$ cat config.mk
export PLATFORM = sky130hd
export DESIGN_NAME = arp_port
export DESIGN_NICKNAME = d
export VERILOG_FILES = /design/src/hdl/arp_pkg.sv /design/src/hdl/arp_fifo.sv /design/src/hdl/arp_clkdiv.sv /design/src/hdl/arp_port.sv
export SDC_FILE = /design/constraint.sdc
export NUM_CORES = 1
export LEC_CHECK = 0
export BUFFER_PORTS_ARGS = -buffer_cell sky130_fd_sc_hd__buf_2
export CORE_UTILIZATION = 57
export DETAILED_ROUTE_END_ITERATION = 10
export PLACE_DENSITY_LB_ADDON = 0.15
export SYNTH_ARGS = -nofsm -noshare
export SYNTH_HDL_FRONTEND = slang
export SYNTH_SLANG_ARGS = --single-unit
$ cat constraint.sdc
create_clock -name sys_clk -period 3.8 [get_ports sys_clk]
set_input_delay 0.76 -clock sys_clk [delete_from_list [all_inputs] [get_ports sys_clk]]
set_output_delay 0.76 -clock sys_clk [all_outputs]
set_load 0.01 [all_outputs]
$ cat src/hdl/arp_pkg.sv
// Purpose: Shared constants and types for the converter result output port.
// Assumes: 250 MHz system clock; 16-bit results.
// Notes:   Pin indices name the shared data-bus pins by their serial use.

package arp_pkg;

    // ------------------------------------------------------------------
    // Sizes
    // ------------------------------------------------------------------
    localparam int RES_W      = 16;
    localparam int FIFO_DEPTH = 8;
    localparam int ADDR_W     = 8;
    localparam int DATA_W     = 32;

    // ------------------------------------------------------------------
    // Register map and fields
    // ------------------------------------------------------------------
    localparam logic [7:0] OFS_RESULT = 8'h00;
    localparam logic [7:0] OFS_STATUS = 8'h04;
    localparam logic [7:0] OFS_CTRL   = 8'h08;
    localparam int CTRL_EN_BIT   = 0;
    localparam logic CTRL_EN_RST = 1'b1;
    localparam int ST_NEMPTY_BIT = 0;
    localparam int ST_FULL_BIT   = 1;
    localparam int ST_FRAME_BIT  = 2;
    localparam int ST_SERIAL_BIT = 3;
    localparam int ST_SLAVE_BIT  = 4;

    // ------------------------------------------------------------------
    // Shared pin positions in serial mode
    // ------------------------------------------------------------------
    localparam int PIN_DIV_LO = 2;
    localparam int PIN_DIV_HI = 3;
    localparam int PIN_EXT    = 4;
    localparam int PIN_SYNCPOL = 5;
    localparam int PIN_INVCLK = 6;
    localparam int PIN_RDCHN  = 7;
    localparam int PIN_SDO    = 8;
    localparam int PIN_SCLK   = 9;
    localparam int PIN_SYNC   = 10;
    localparam int PIN_ERR    = 11;

    // ------------------------------------------------------------------
    // Timing: internal serial clock quarter period
    // ------------------------------------------------------------------
    localparam int CLK_NS = 4;
    localparam int QTR_NS = 8;
    localparam int QTR_CYC = (QTR_NS + CLK_NS - 1) / CLK_NS;
    localparam logic [3:0] LAST_BIT = 4'hF;
    localparam logic [4:0] SLV_DONE = 5'h10;

    // ------------------------------------------------------------------
    // Master sequencer states (Gray along idle, shift, gap)
    // ------------------------------------------------------------------
    typedef enum logic [1:0] {
        ST_IDLE  = 2'b00,
        ST_SHIFT = 2'b01,
        ST_GAP   = 2'b11
    } arp_state_t;

    // Straight binary when select high, MSB flipped otherwise
    function automatic logic [RES_W-1:0] arp_format(input logic [RES_W-1:0] raw,
                                                    input logic            straight);
        arp_format = {raw[RES_W-1] ^ ~straight, raw[RES_W-2:0]};
    endfunction

endpackage

$ cat src/hdl/arp_fifo.sv
// Purpose: Synchronous FIFO with valid/ready on both sides.
// Assumes: Single clock; depth is a power of two.
// Notes:   Full and empty are exact; a push on a full FIFO is refused.
`timescale 1ns/1ps

module arp_fifo #(
    parameter int WIDTH = 16,
    parameter int DEPTH = 8
) (
    input  wire logic             sys_clk,
    input  wire logic             resetn,
    input  wire logic [WIDTH-1:0] in_data,
    input  wire logic             in_valid,
    output logic                  in_ready,
    output logic [WIDTH-1:0]      out_data,
    output logic                  out_valid,
    input  wire logic             out_ready
);
    localparam int PW = $clog2(DEPTH);

    logic [WIDTH-1:0] mem [DEPTH];
    logic [PW-1:0]    wr_ptr_r;
    logic [PW-1:0]    rd_ptr_r;
    logic [PW:0]      count_r;
    wire              do_push;
    wire              do_pop;

    // ------------------------------------------------------------------
    // Handshakes
    // ------------------------------------------------------------------
    assign in_ready  = (count_r != (PW+1)'(DEPTH));
    assign out_valid = (count_r != '0);
    assign out_data  = mem[rd_ptr_r];
    assign do_push   = in_valid & in_ready;
    assign do_pop    = out_valid & out_ready;

    // Storage has no reset; only pointers and fill level need a defined start
    always_ff @(posedge sys_clk) begin
        if (do_push) begin
            mem[wr_ptr_r] <= in_data;
        end
    end

    // Pointers and fill level
    always_ff @(posedge sys_clk or negedge resetn) begin
        if (!resetn) begin
            wr_ptr_r <= '0;
            rd_ptr_r <= '0;
            count_r  <= '0;
        end else begin
            wr_ptr_r <= wr_ptr_r + PW'(do_push);
            rd_ptr_r <= rd_ptr_r + PW'(do_pop);
            count_r  <= count_r + (PW+1)'(do_push) - (PW+1)'(do_pop);
        end
    end

endmodule

$ cat src/hdl/arp_clkdiv.sv
// Purpose: Tick generator for the internal serial clock quarter phases.
// Assumes: Divider select is stable during a frame.
// Notes:   Slow selection stretches the quarter period by 1, 2, 4 or 8.
`timescale 1ns/1ps

module arp_clkdiv (
    input  wire logic       sys_clk,
    input  wire logic       resetn,
    input  wire logic       en,
    input  wire logic       slow,
    input  wire logic [1:0] div,
    output logic            tick
);
    logic [7:0] cnt_r;
    wire  [1:0] shift_sel;
    wire  [7:0] limit;

    // Divider honoured only when asked to slow
    assign shift_sel = slow ? div : 2'b00;
    assign limit     = (8'(arp_pkg::QTR_CYC) << shift_sel) - 8'h01;
    assign tick      = en & (cnt_r == limit);

    // Counter restarts each frame so the first quarter is full length
    always_ff @(posedge sys_clk or negedge resetn) begin
        if (!resetn) begin
            cnt_r <= '0;
        end else begin
            cnt_r <= (!en || tick) ? 8'h00 : cnt_r + 8'h01;
        end
    end
endmodule

$ cat src/hdl/arp_port.sv
// Purpose: Result output port: parallel bus or serial port on shared pins.
// Assumes: Pin inputs synchronous to sys_clk; conv_busy high while converting.
// Notes:   Results enter through a register write and wait in an 8-word FIFO.
//
// How it works
// - Serial select low gives parallel bus
// - Serial mode floats bits 0 and 1
// - Shared pins: data bit or serial function
// - Divider used only in master read-after-convert
// - Clock source: drive internal or accept external
// - Sync polarity pin sets frame-sync active level
// - Clock invert pin flips serial clock
// - Chain input emerges after sixteen clock periods
// - Master read during or after conversion
// - Shift register sends MSB first
// - Format pin chooses output number format
// - Master data stable across both clock edges
// - Format high straight binary, low flips MSB
// - Slave updates data on rising edge
// - Master holds sync active while data valid
//
// The address map and the address-and-strobe port were left to the implementer.
`timescale 1ns/1ps

module arp_port (
    input  wire logic                         sys_clk,
    input  wire logic                         resetn,
    input  wire logic [arp_pkg::ADDR_W-1:0]   reg_addr,
    input  wire logic [arp_pkg::DATA_W-1:0]   reg_wdata,
    input  wire logic                         reg_wr,
    input  wire logic                         reg_rd,
    output logic      [arp_pkg::DATA_W-1:0]   reg_rdata,
    input  wire logic                         serial_select,
    input  wire logic                         output_format_select,
    input  wire logic                         conv_busy,
    input  wire logic [arp_pkg::RES_W-1:0]    d_i,
    output logic      [arp_pkg::RES_W-1:0]    d_o,
    output logic      [arp_pkg::RES_W-1:0]    d_oe,
    output logic                              result_ready
);
    localparam int W = arp_pkg::RES_W;

    // ------------------------------------------------------------------
    // Serial-mode pin functions
    // ------------------------------------------------------------------
    wire       clock_source_select;
    wire       frame_sync_polarity;
    wire       serial_clock_invert;
    wire       read_mode_or_chain_input;
    wire [1:0] internal_clock_divider;
    wire       sclk_in;

    // Inputs on shared pins only meaningful in serial mode
    assign clock_source_select      = d_i[arp_pkg::PIN_EXT];
    assign frame_sync_polarity      = d_i[arp_pkg::PIN_SYNCPOL];
    assign serial_clock_invert      = d_i[arp_pkg::PIN_INVCLK];
    assign read_mode_or_chain_input = d_i[arp_pkg::PIN_RDCHN];
    assign internal_clock_divider   = d_i[arp_pkg::PIN_DIV_HI:arp_pkg::PIN_DIV_LO];
    assign sclk_in                  = d_i[arp_pkg::PIN_SCLK];

    // ------------------------------------------------------------------
    // State
    // ------------------------------------------------------------------
    arp_pkg::arp_state_t st_r;
    arp_pkg::arp_state_t st_nxt;
    logic [W-1:0] shift_r;
    logic [W-1:0] shift_nxt;
    logic [W-1:0] par_r;
    logic [3:0]   bit_r;
    logic [3:0]   bit_nxt;
    logic [1:0]   q_r;
    logic         sclk_act_r;
    logic         sclk_act_nxt;
    logic         sclk_r;
    logic         sync_r;
    logic         en_r;
    logic         busy_prev_r;
    logic         sclk_prev_r;
    logic [4:0]   slv_cnt_r;
    logic [arp_pkg::DATA_W-1:0] rdata_r;

    // ------------------------------------------------------------------
    // Mode decode
    // ------------------------------------------------------------------
    wire ser_mode;
    wire mst_mode;
    wire slv_mode;
    wire slow_sel;

    assign ser_mode = serial_select;
    assign mst_mode = ser_mode & ~clock_source_select;
    assign slv_mode = ser_mode & clock_source_select;
    assign slow_sel = mst_mode & ~read_mode_or_chain_input;

    // ------------------------------------------------------------------
    // Result FIFO
    // ------------------------------------------------------------------
    wire [W-1:0] fifo_data;
    wire         fifo_valid;
    wire         fifo_pop;
    wire         push_req;
    wire         push_ready;

    assign push_req     = reg_wr & (reg_addr == arp_pkg::OFS_RESULT);
    assign result_ready = push_ready;

    // A write while full is dropped; software sees it in the full flag
    arp_fifo #(
        .WIDTH (W),
        .DEPTH (arp_pkg::FIFO_DEPTH)
    ) u_fifo (
        .sys_clk   (sys_clk),
        .resetn    (resetn),
        .in_data   (reg_wdata[W-1:0]),
        .in_valid  (push_req),
        .in_ready  (push_ready),
        .out_data  (fifo_data),
        .out_valid (fifo_valid),
        .out_ready (fifo_pop)
    );

    // ------------------------------------------------------------------
    // Internal serial clock ticks
    // ------------------------------------------------------------------
    wire tick;

    arp_clkdiv u_div (
        .sys_clk (sys_clk),
        .resetn  (resetn),
        .en      (st_r != arp_pkg::ST_IDLE),
        .slow    (slow_sel),
        .div     (internal_clock_divider),
        .tick    (tick)
    );

    // ------------------------------------------------------------------
    // Transfer triggers
    // ------------------------------------------------------------------
    wire rd_phase_ok;
    wire start_m;
    wire busy_fall;
    wire load_s;
    wire par_pop;
    wire sclk_norm;
    wire upd_edge;
    wire shift_m;
    wire shift_s;
    wire chain_bit;
    wire [W-1:0] fmt_word;

    // Read-during needs a conversion running, read-after needs it finished
    assign rd_phase_ok = read_mode_or_chain_input ? conv_busy : ~conv_busy;
    assign start_m     = en_r & mst_mode & fifo_valid & rd_phase_ok
                       & (st_r == arp_pkg::ST_IDLE);
    assign busy_fall   = busy_prev_r & ~conv_busy;
    // Slave takes the new word when the conversion ends, like a data latch
    assign load_s      = en_r & slv_mode & fifo_valid & busy_fall;
    assign par_pop     = en_r & ~ser_mode & fifo_valid;
    assign fifo_pop    = start_m | load_s | par_pop;
    assign fmt_word    = arp_pkg::arp_format(fifo_data, output_format_select);

    // External clock normalised so the update edge is always a rise
    assign sclk_norm = sclk_in ^ serial_clock_invert;
    assign upd_edge  = slv_mode & sclk_norm & ~sclk_prev_r;
    assign shift_m   = (st_r == arp_pkg::ST_SHIFT) & tick & (q_r == 2'b11)
                     & (bit_r != arp_pkg::LAST_BIT);
    assign shift_s   = upd_edge & ~load_s;
    assign chain_bit = slv_mode & read_mode_or_chain_input;

    // Load MSB-first word, then move one bit toward the output per clock
    assign shift_nxt = (start_m | load_s) ? fmt_word :
                       (shift_m | shift_s) ? {shift_r[W-2:0], chain_bit} :
                       shift_r;

    // ------------------------------------------------------------------
    // Master sequencer: four quarters per bit, data moves in quarter 3
    // ------------------------------------------------------------------
    always_comb begin
        st_nxt       = st_r;
        bit_nxt      = bit_r;
        sclk_act_nxt = sclk_act_r;
        unique case (st_r)
            arp_pkg::ST_IDLE: begin
                sclk_act_nxt = 1'b0;
                if (start_m) begin
                    st_nxt  = arp_pkg::ST_SHIFT;
                    bit_nxt = 4'h0;
                end
            end
            arp_pkg::ST_SHIFT: begin
                if (tick) begin
                    // Edges sit mid-bit so either edge samples safely
                    if (q_r == 2'b00) begin
                        sclk_act_nxt = 1'b1;
                    end
                    if (q_r == 2'b10) begin
                        sclk_act_nxt = 1'b0;
                    end
                    if (q_r == 2'b11) begin
                        if (bit_r == arp_pkg::LAST_BIT) begin
                            st_nxt = arp_pkg::ST_GAP;
                        end else begin
                            bit_nxt = bit_r + 4'h1;
                        end
                    end
                end
            end
            arp_pkg::ST_GAP: begin
                if (tick) begin
                    st_nxt = arp_pkg::ST_IDLE;
                end
            end
            default: begin
                st_nxt = arp_pkg::ST_IDLE;
            end
        endcase
        // Leaving master mode aborts the frame at once
        if (!mst_mode) begin
            st_nxt       = arp_pkg::ST_IDLE;
            sclk_act_nxt = 1'b0;
        end
    end

    // Sequencer registers
    always_ff @(posedge sys_clk or negedge resetn) begin
        if (!resetn) begin
            st_r       <= arp_pkg::ST_IDLE;
            bit_r      <= 4'h0;
            q_r        <= 2'b00;
            sclk_act_r <= 1'b0;
        end else begin
            st_r       <= st_nxt;
            bit_r      <= bit_nxt;
            q_r        <= (st_nxt != arp_pkg::ST_SHIFT) ? 2'b00 : q_r + 2'(tick);
            sclk_act_r <= sclk_act_nxt;
        end
    end

    // Pin-side registers: clock level, frame sync, shifter, parallel word
    always_ff @(posedge sys_clk or negedge resetn) begin
        if (!resetn) begin
            sclk_r  <= 1'b0;
            sync_r  <= 1'b0;
            shift_r <= '0;
            par_r   <= '0;
        end else begin
            sclk_r  <= sclk_act_nxt ^ serial_clock_invert;
            sync_r  <= ((st_nxt == arp_pkg::ST_SHIFT) & mst_mode)
                       ^ frame_sync_polarity;
            shift_r <= shift_nxt;
            par_r   <= par_pop ? fmt_word : par_r;
        end
    end

    // Slave bit counter saturates once the chained bits start arriving
    always_ff @(posedge sys_clk or negedge resetn) begin
        if (!resetn) begin
            slv_cnt_r   <= arp_pkg::SLV_DONE;
            busy_prev_r <= 1'b0;
            sclk_prev_r <= 1'b0;
        end else begin
            busy_prev_r <= conv_busy;
            sclk_prev_r <= sclk_norm;
            if (load_s) begin
                slv_cnt_r <= 5'h00;
            end else if (shift_s && slv_cnt_r != arp_pkg::SLV_DONE) begin
                slv_cnt_r <= slv_cnt_r + 5'h01;
            end
        end
    end

    // ------------------------------------------------------------------
    // Pin drive: parallel word or serial functions on shared pins
    // ------------------------------------------------------------------
    logic [W-1:0] ser_o;
    logic [W-1:0] ser_oe;

    always_comb begin
        ser_o  = par_r;
        ser_oe = {W{1'b1}};
        ser_oe[1:0] = 2'b00;
        ser_oe[arp_pkg::PIN_RDCHN:arp_pkg::PIN_DIV_LO] = '0;
        ser_o[arp_pkg::PIN_SDO]   = shift_r[W-1];
        ser_o[arp_pkg::PIN_SCLK]  = sclk_r;
        ser_oe[arp_pkg::PIN_SCLK] = mst_mode;
        ser_o[arp_pkg::PIN_SYNC]  = sync_r;
        ser_o[arp_pkg::PIN_ERR]   = 1'b0;
    end

    // Mux of flopped values keeps serial timing free of an extra stage
    assign d_o  = ser_mode ? ser_o : par_r;
    assign d_oe = ser_mode ? ser_oe : {W{1'b1}};

    // ------------------------------------------------------------------
    // Register port
    // ------------------------------------------------------------------
    wire [arp_pkg::DATA_W-1:0] status_word;
    wire [arp_pkg::DATA_W-1:0] rd_mux;

    assign status_word = {27'h000_0000, slv_mode, ser_mode,
                          (st_r != arp_pkg::ST_IDLE), ~push_ready, fifo_valid};
    assign rd_mux = (reg_addr == arp_pkg::OFS_RESULT) ? {16'h0000, par_r} :
                    (reg_addr == arp_pkg::OFS_STATUS) ? status_word :
                    (reg_addr == arp_pkg::OFS_CTRL)   ? {31'h0000_0000, en_r} :
                    32'h0000_0000;
    assign reg_rdata = rdata_r;

    // Read data stands for exactly one cycle after the strobe
    always_ff @(posedge sys_clk or negedge resetn) begin
        if (!resetn) begin
            en_r    <= arp_pkg::CTRL_EN_RST;
            rdata_r <= '0;
        end else begin
            rdata_r <= reg_rd ? rd_mux : 32'h0000_0000;
            if (reg_wr && reg_addr == arp_pkg::OFS_CTRL) begin
                en_r <= reg_wdata[arp_pkg::CTRL_EN_BIT];
            end
        end
    end
endmodule

==> metrics <==
min Tclk post-route=2.74 ns; Critical Path RT=3.99 ns; Die Height=126 microns; total global routing track utilization=21.4%; Die Wd=126 microns; post-DR vias/cell=5.71; Post-Synthesis Cells=580; Congestion Overflow GR=0; Core ar.=14800 sq um; max_cap viols=0; post-synthesis xor/xnor area fraction=1.90%; CP endpoint kind=flip-flop; share of layout cells above drive strength 1=26.2%; pin count of the biggest net entering global routing=81; setup TNS=0 ns; synth top area cells=edfxtp_1 44%, dfrtp_1 23%, mux4_2 8.2%; cell taking the most area after synthesis=edfxtp_1; combinational share of power=17.6%; Yosys warnings=0; clk_skew=0.0228 ns; Synth top area share=43.9%; Final ANT Viol Nets=0; commonest register cell after synthesis=edfxtp_1; post-CTS setup buffer count=0; Avg Cell Area, Syn=15.1 sq um; NetSw=1.50 mW; Cell Pwr Density=580 nW/um^2; multi-input logic area=2540 sq um; I/O pin total=128; static leakage=3.92 nW; FF+latch count, synth=208; H-Tree Depth=1; post-synthesis mux area share=10.7%; Pins Over Slew Limit=0; first-pass GRT wire length=26.0 mm; initial antenna violation count=0; final WL=16.1 mm; Initial Util=59.3%; status=completed; Final Net Count=726; RSZ-0062 raised after global routing=false; CTS tree=yes; Site Rows=44; worst slew pin tran=1.13 ns; Flop pwr share=46.6%; sequential fraction of the synthesis area=66.8%; critical path type=input pin to flip-flop; pre-CTS WS=0.521 ns; post-synthesis adder-cell area fraction=2.09%; switching share of power=26.1%; sequential cell area=5850 sq um; final number of setup-violating endpoints=0; Detailed Place HPWL=9.93 mm; # clock sinks=208; clock network power share=35.8%; DRT Pass-1 Iters=4; Worst Path Arrival=2.93 ns; Synth Area in Compound Gates=4.44%; ant diodes=0; Reg clk slew, reported paths=0.06 ns; Mapped Area=8750 sq um; Post-synth EDFFs=128; Post-DP Area=9160 sq um; Clock Tree Root=clkbuf_16; crit path max fanout=16; post-route cell area=9870 sq um; VDD IR max=0.372 mV; Port-buffer cells=79; post-layout util=66.9%; cts hold-fix bufs=0; DR iter-0 viols=352; Clock Latency Late Sink=0.52 ns; vias in the first global route=4844; die area=15900 sq um; Startpoint Class=input pin; vias after detailed routing=4846; slew margin rel.=24.6%; clk buf depth=3; HP Class=input pin to asynchronous set/reset pin; Simple-Gate Fraction of Synth Area=8.60%; largest family of logic cells by synthesized area=multiplexers; total power draw=5.72 mW; number of buffers created by CTS=22; WL/cell=19.0 microns; gpl congestion=0.809; Worst Setup Slack, final=1.06 ns; FILL cells=1029; drc violations=0; Resize count post-CTS=0; FMAX=365 MHz; internal power=4.23 mW; Area Overhead vs Synth=12.8%; endpoints failing hold=0; Yosys cell types=53; final worst path period share=72.0%; ys async rst share=38.5%
[cells in the mapped netlist (2+ instances only)]
cell type  number
a21o_1          2
edfxtp_1      128
clkbuf_1       19
a211oi_1        2
nor3_1          2
mux4_2         32
inv_1          14
mux2i_1        17
ha_1           13
o21ai_0         5
buf_2           6
nand2b_1        2
xnor2_1         9
a21oi_1        22
nand2_1        26
o221ai_1       15
nor2b_1         6
dfrtp_1        79
nor2_1         43
buf_4          42
a31oi_1         2
o31a_1          2
nand3_1        25
and3b_1         2
mux2_2          4
nor3b_1         5
and2_1          2
and3_1         16
or2_2           2
nor4_1          3
conb_1          2
xor2_1         10
[metrics by stage]
step	instances	hold WS, ns
finish	849	0.409
floorplan	601	0.460
detailed placement	809	0.501
CTS	849	0.397
global placement	809	0.487
global route	849	0.403
[critical path, stage by stage]
cell	delay, ns
buf_2	0.09
or4_1	0.50
nor3_1	0.28
nor3b_1	0.28
and3_1	0.29
nand2_1	0.18
nor3b_2	0.22
buf_4	0.32
[logic make-up after synthesis]
group | after synthesis
buf+inv | 82
simple gates | 145
flops | 208
compound gates | 57
mux | 53
other cells | 2
xor+xnor | 19
fa+ha+maj | 14
[flip-flops by register name (all words and copies together), names as in the netlist, 2 cells and up]
signal / count
u_fifo.rd_ptr_r: 3
reg_rdata: 16
u_div.cnt_r: 8
q_r: 2
par_r: 16
u_fifo.mem: 128
shift_r: 16
u_fifo.count_r: 4
st_r: 2
bit_r: 4
u_fifo.wr_ptr_r: 3
[metal layers]
layer | track usage [%] | routed length, microns | share of wire (%) | vias to the layer above
li1 | - | - | - | 2230
met1 | 28.7 | 6900 | 43 | 2428
met2 | 35.6 | 7930 | 49 | 155
met3 | 4.55 | 939 | 5.8 | 33
met4 | 6.17 | 325 | 2.0 | 0
met5 | 0 | 0 | 0 | -
[layout by cell type, fill, tap and decap left out, drive strengths merged, types with 15 or more instances in the layout]
cell,instances
edfxtp,128
buf,92
dfrtp,79
nor2,43
clkbuf,37
mux4,32
nand2,26
nand3,26
conb,23
a21oi,22
mux2i,17
and3,16
o221ai,15
inv,15
[final timing paths]
| kind | startpoint | end | slack, ns | cells after the start |
|---|---|---|---|---|
| worst max-delay path | reg_addr[5] | u_fifo.mem[3][11] | 1.06 | 8 |
| worst min-delay path | resetn | u_div.cnt_r[4] | 0.41 | 1 |
| worst max register to register | u_fifo.count_r[1] | u_fifo.count_r[2] | 1.30 | 10 |
| worst min register to register | u_div.cnt_r[0] | u_div.cnt_r[0] | 0.51 | 1 |
| max in group asynchronous | resetn | u_fifo.rd_ptr_r[0] | 2.69 | 1 |
| min in group sys_clk | conv_busy | busy_prev_r | 0.41 | 1 |
[power groups by stage]
stage	logic, mW	registers [mW]	clock network (mW)
after detailed placement	1.00	2.72	0
final	1.00	2.67	2.05
after CTS	1.02	2.68	2.08
after global placement	0.971	2.71	0
after global routing	1.10	2.70	2.19
after floorplan	0.840	2.62	0
[layout make-up]
cell class                 instances  share of cell area [%]
clock buffer                      37                    6.75
multi-input combinational        311                    25.7
inverter                          14                   0.532
tap                              184                    2.33
clock inverter                     3                   0.456
sequential                       208                    59.2
timing repair buffer              92                    5.02
(Power assumes the default switching activity.)
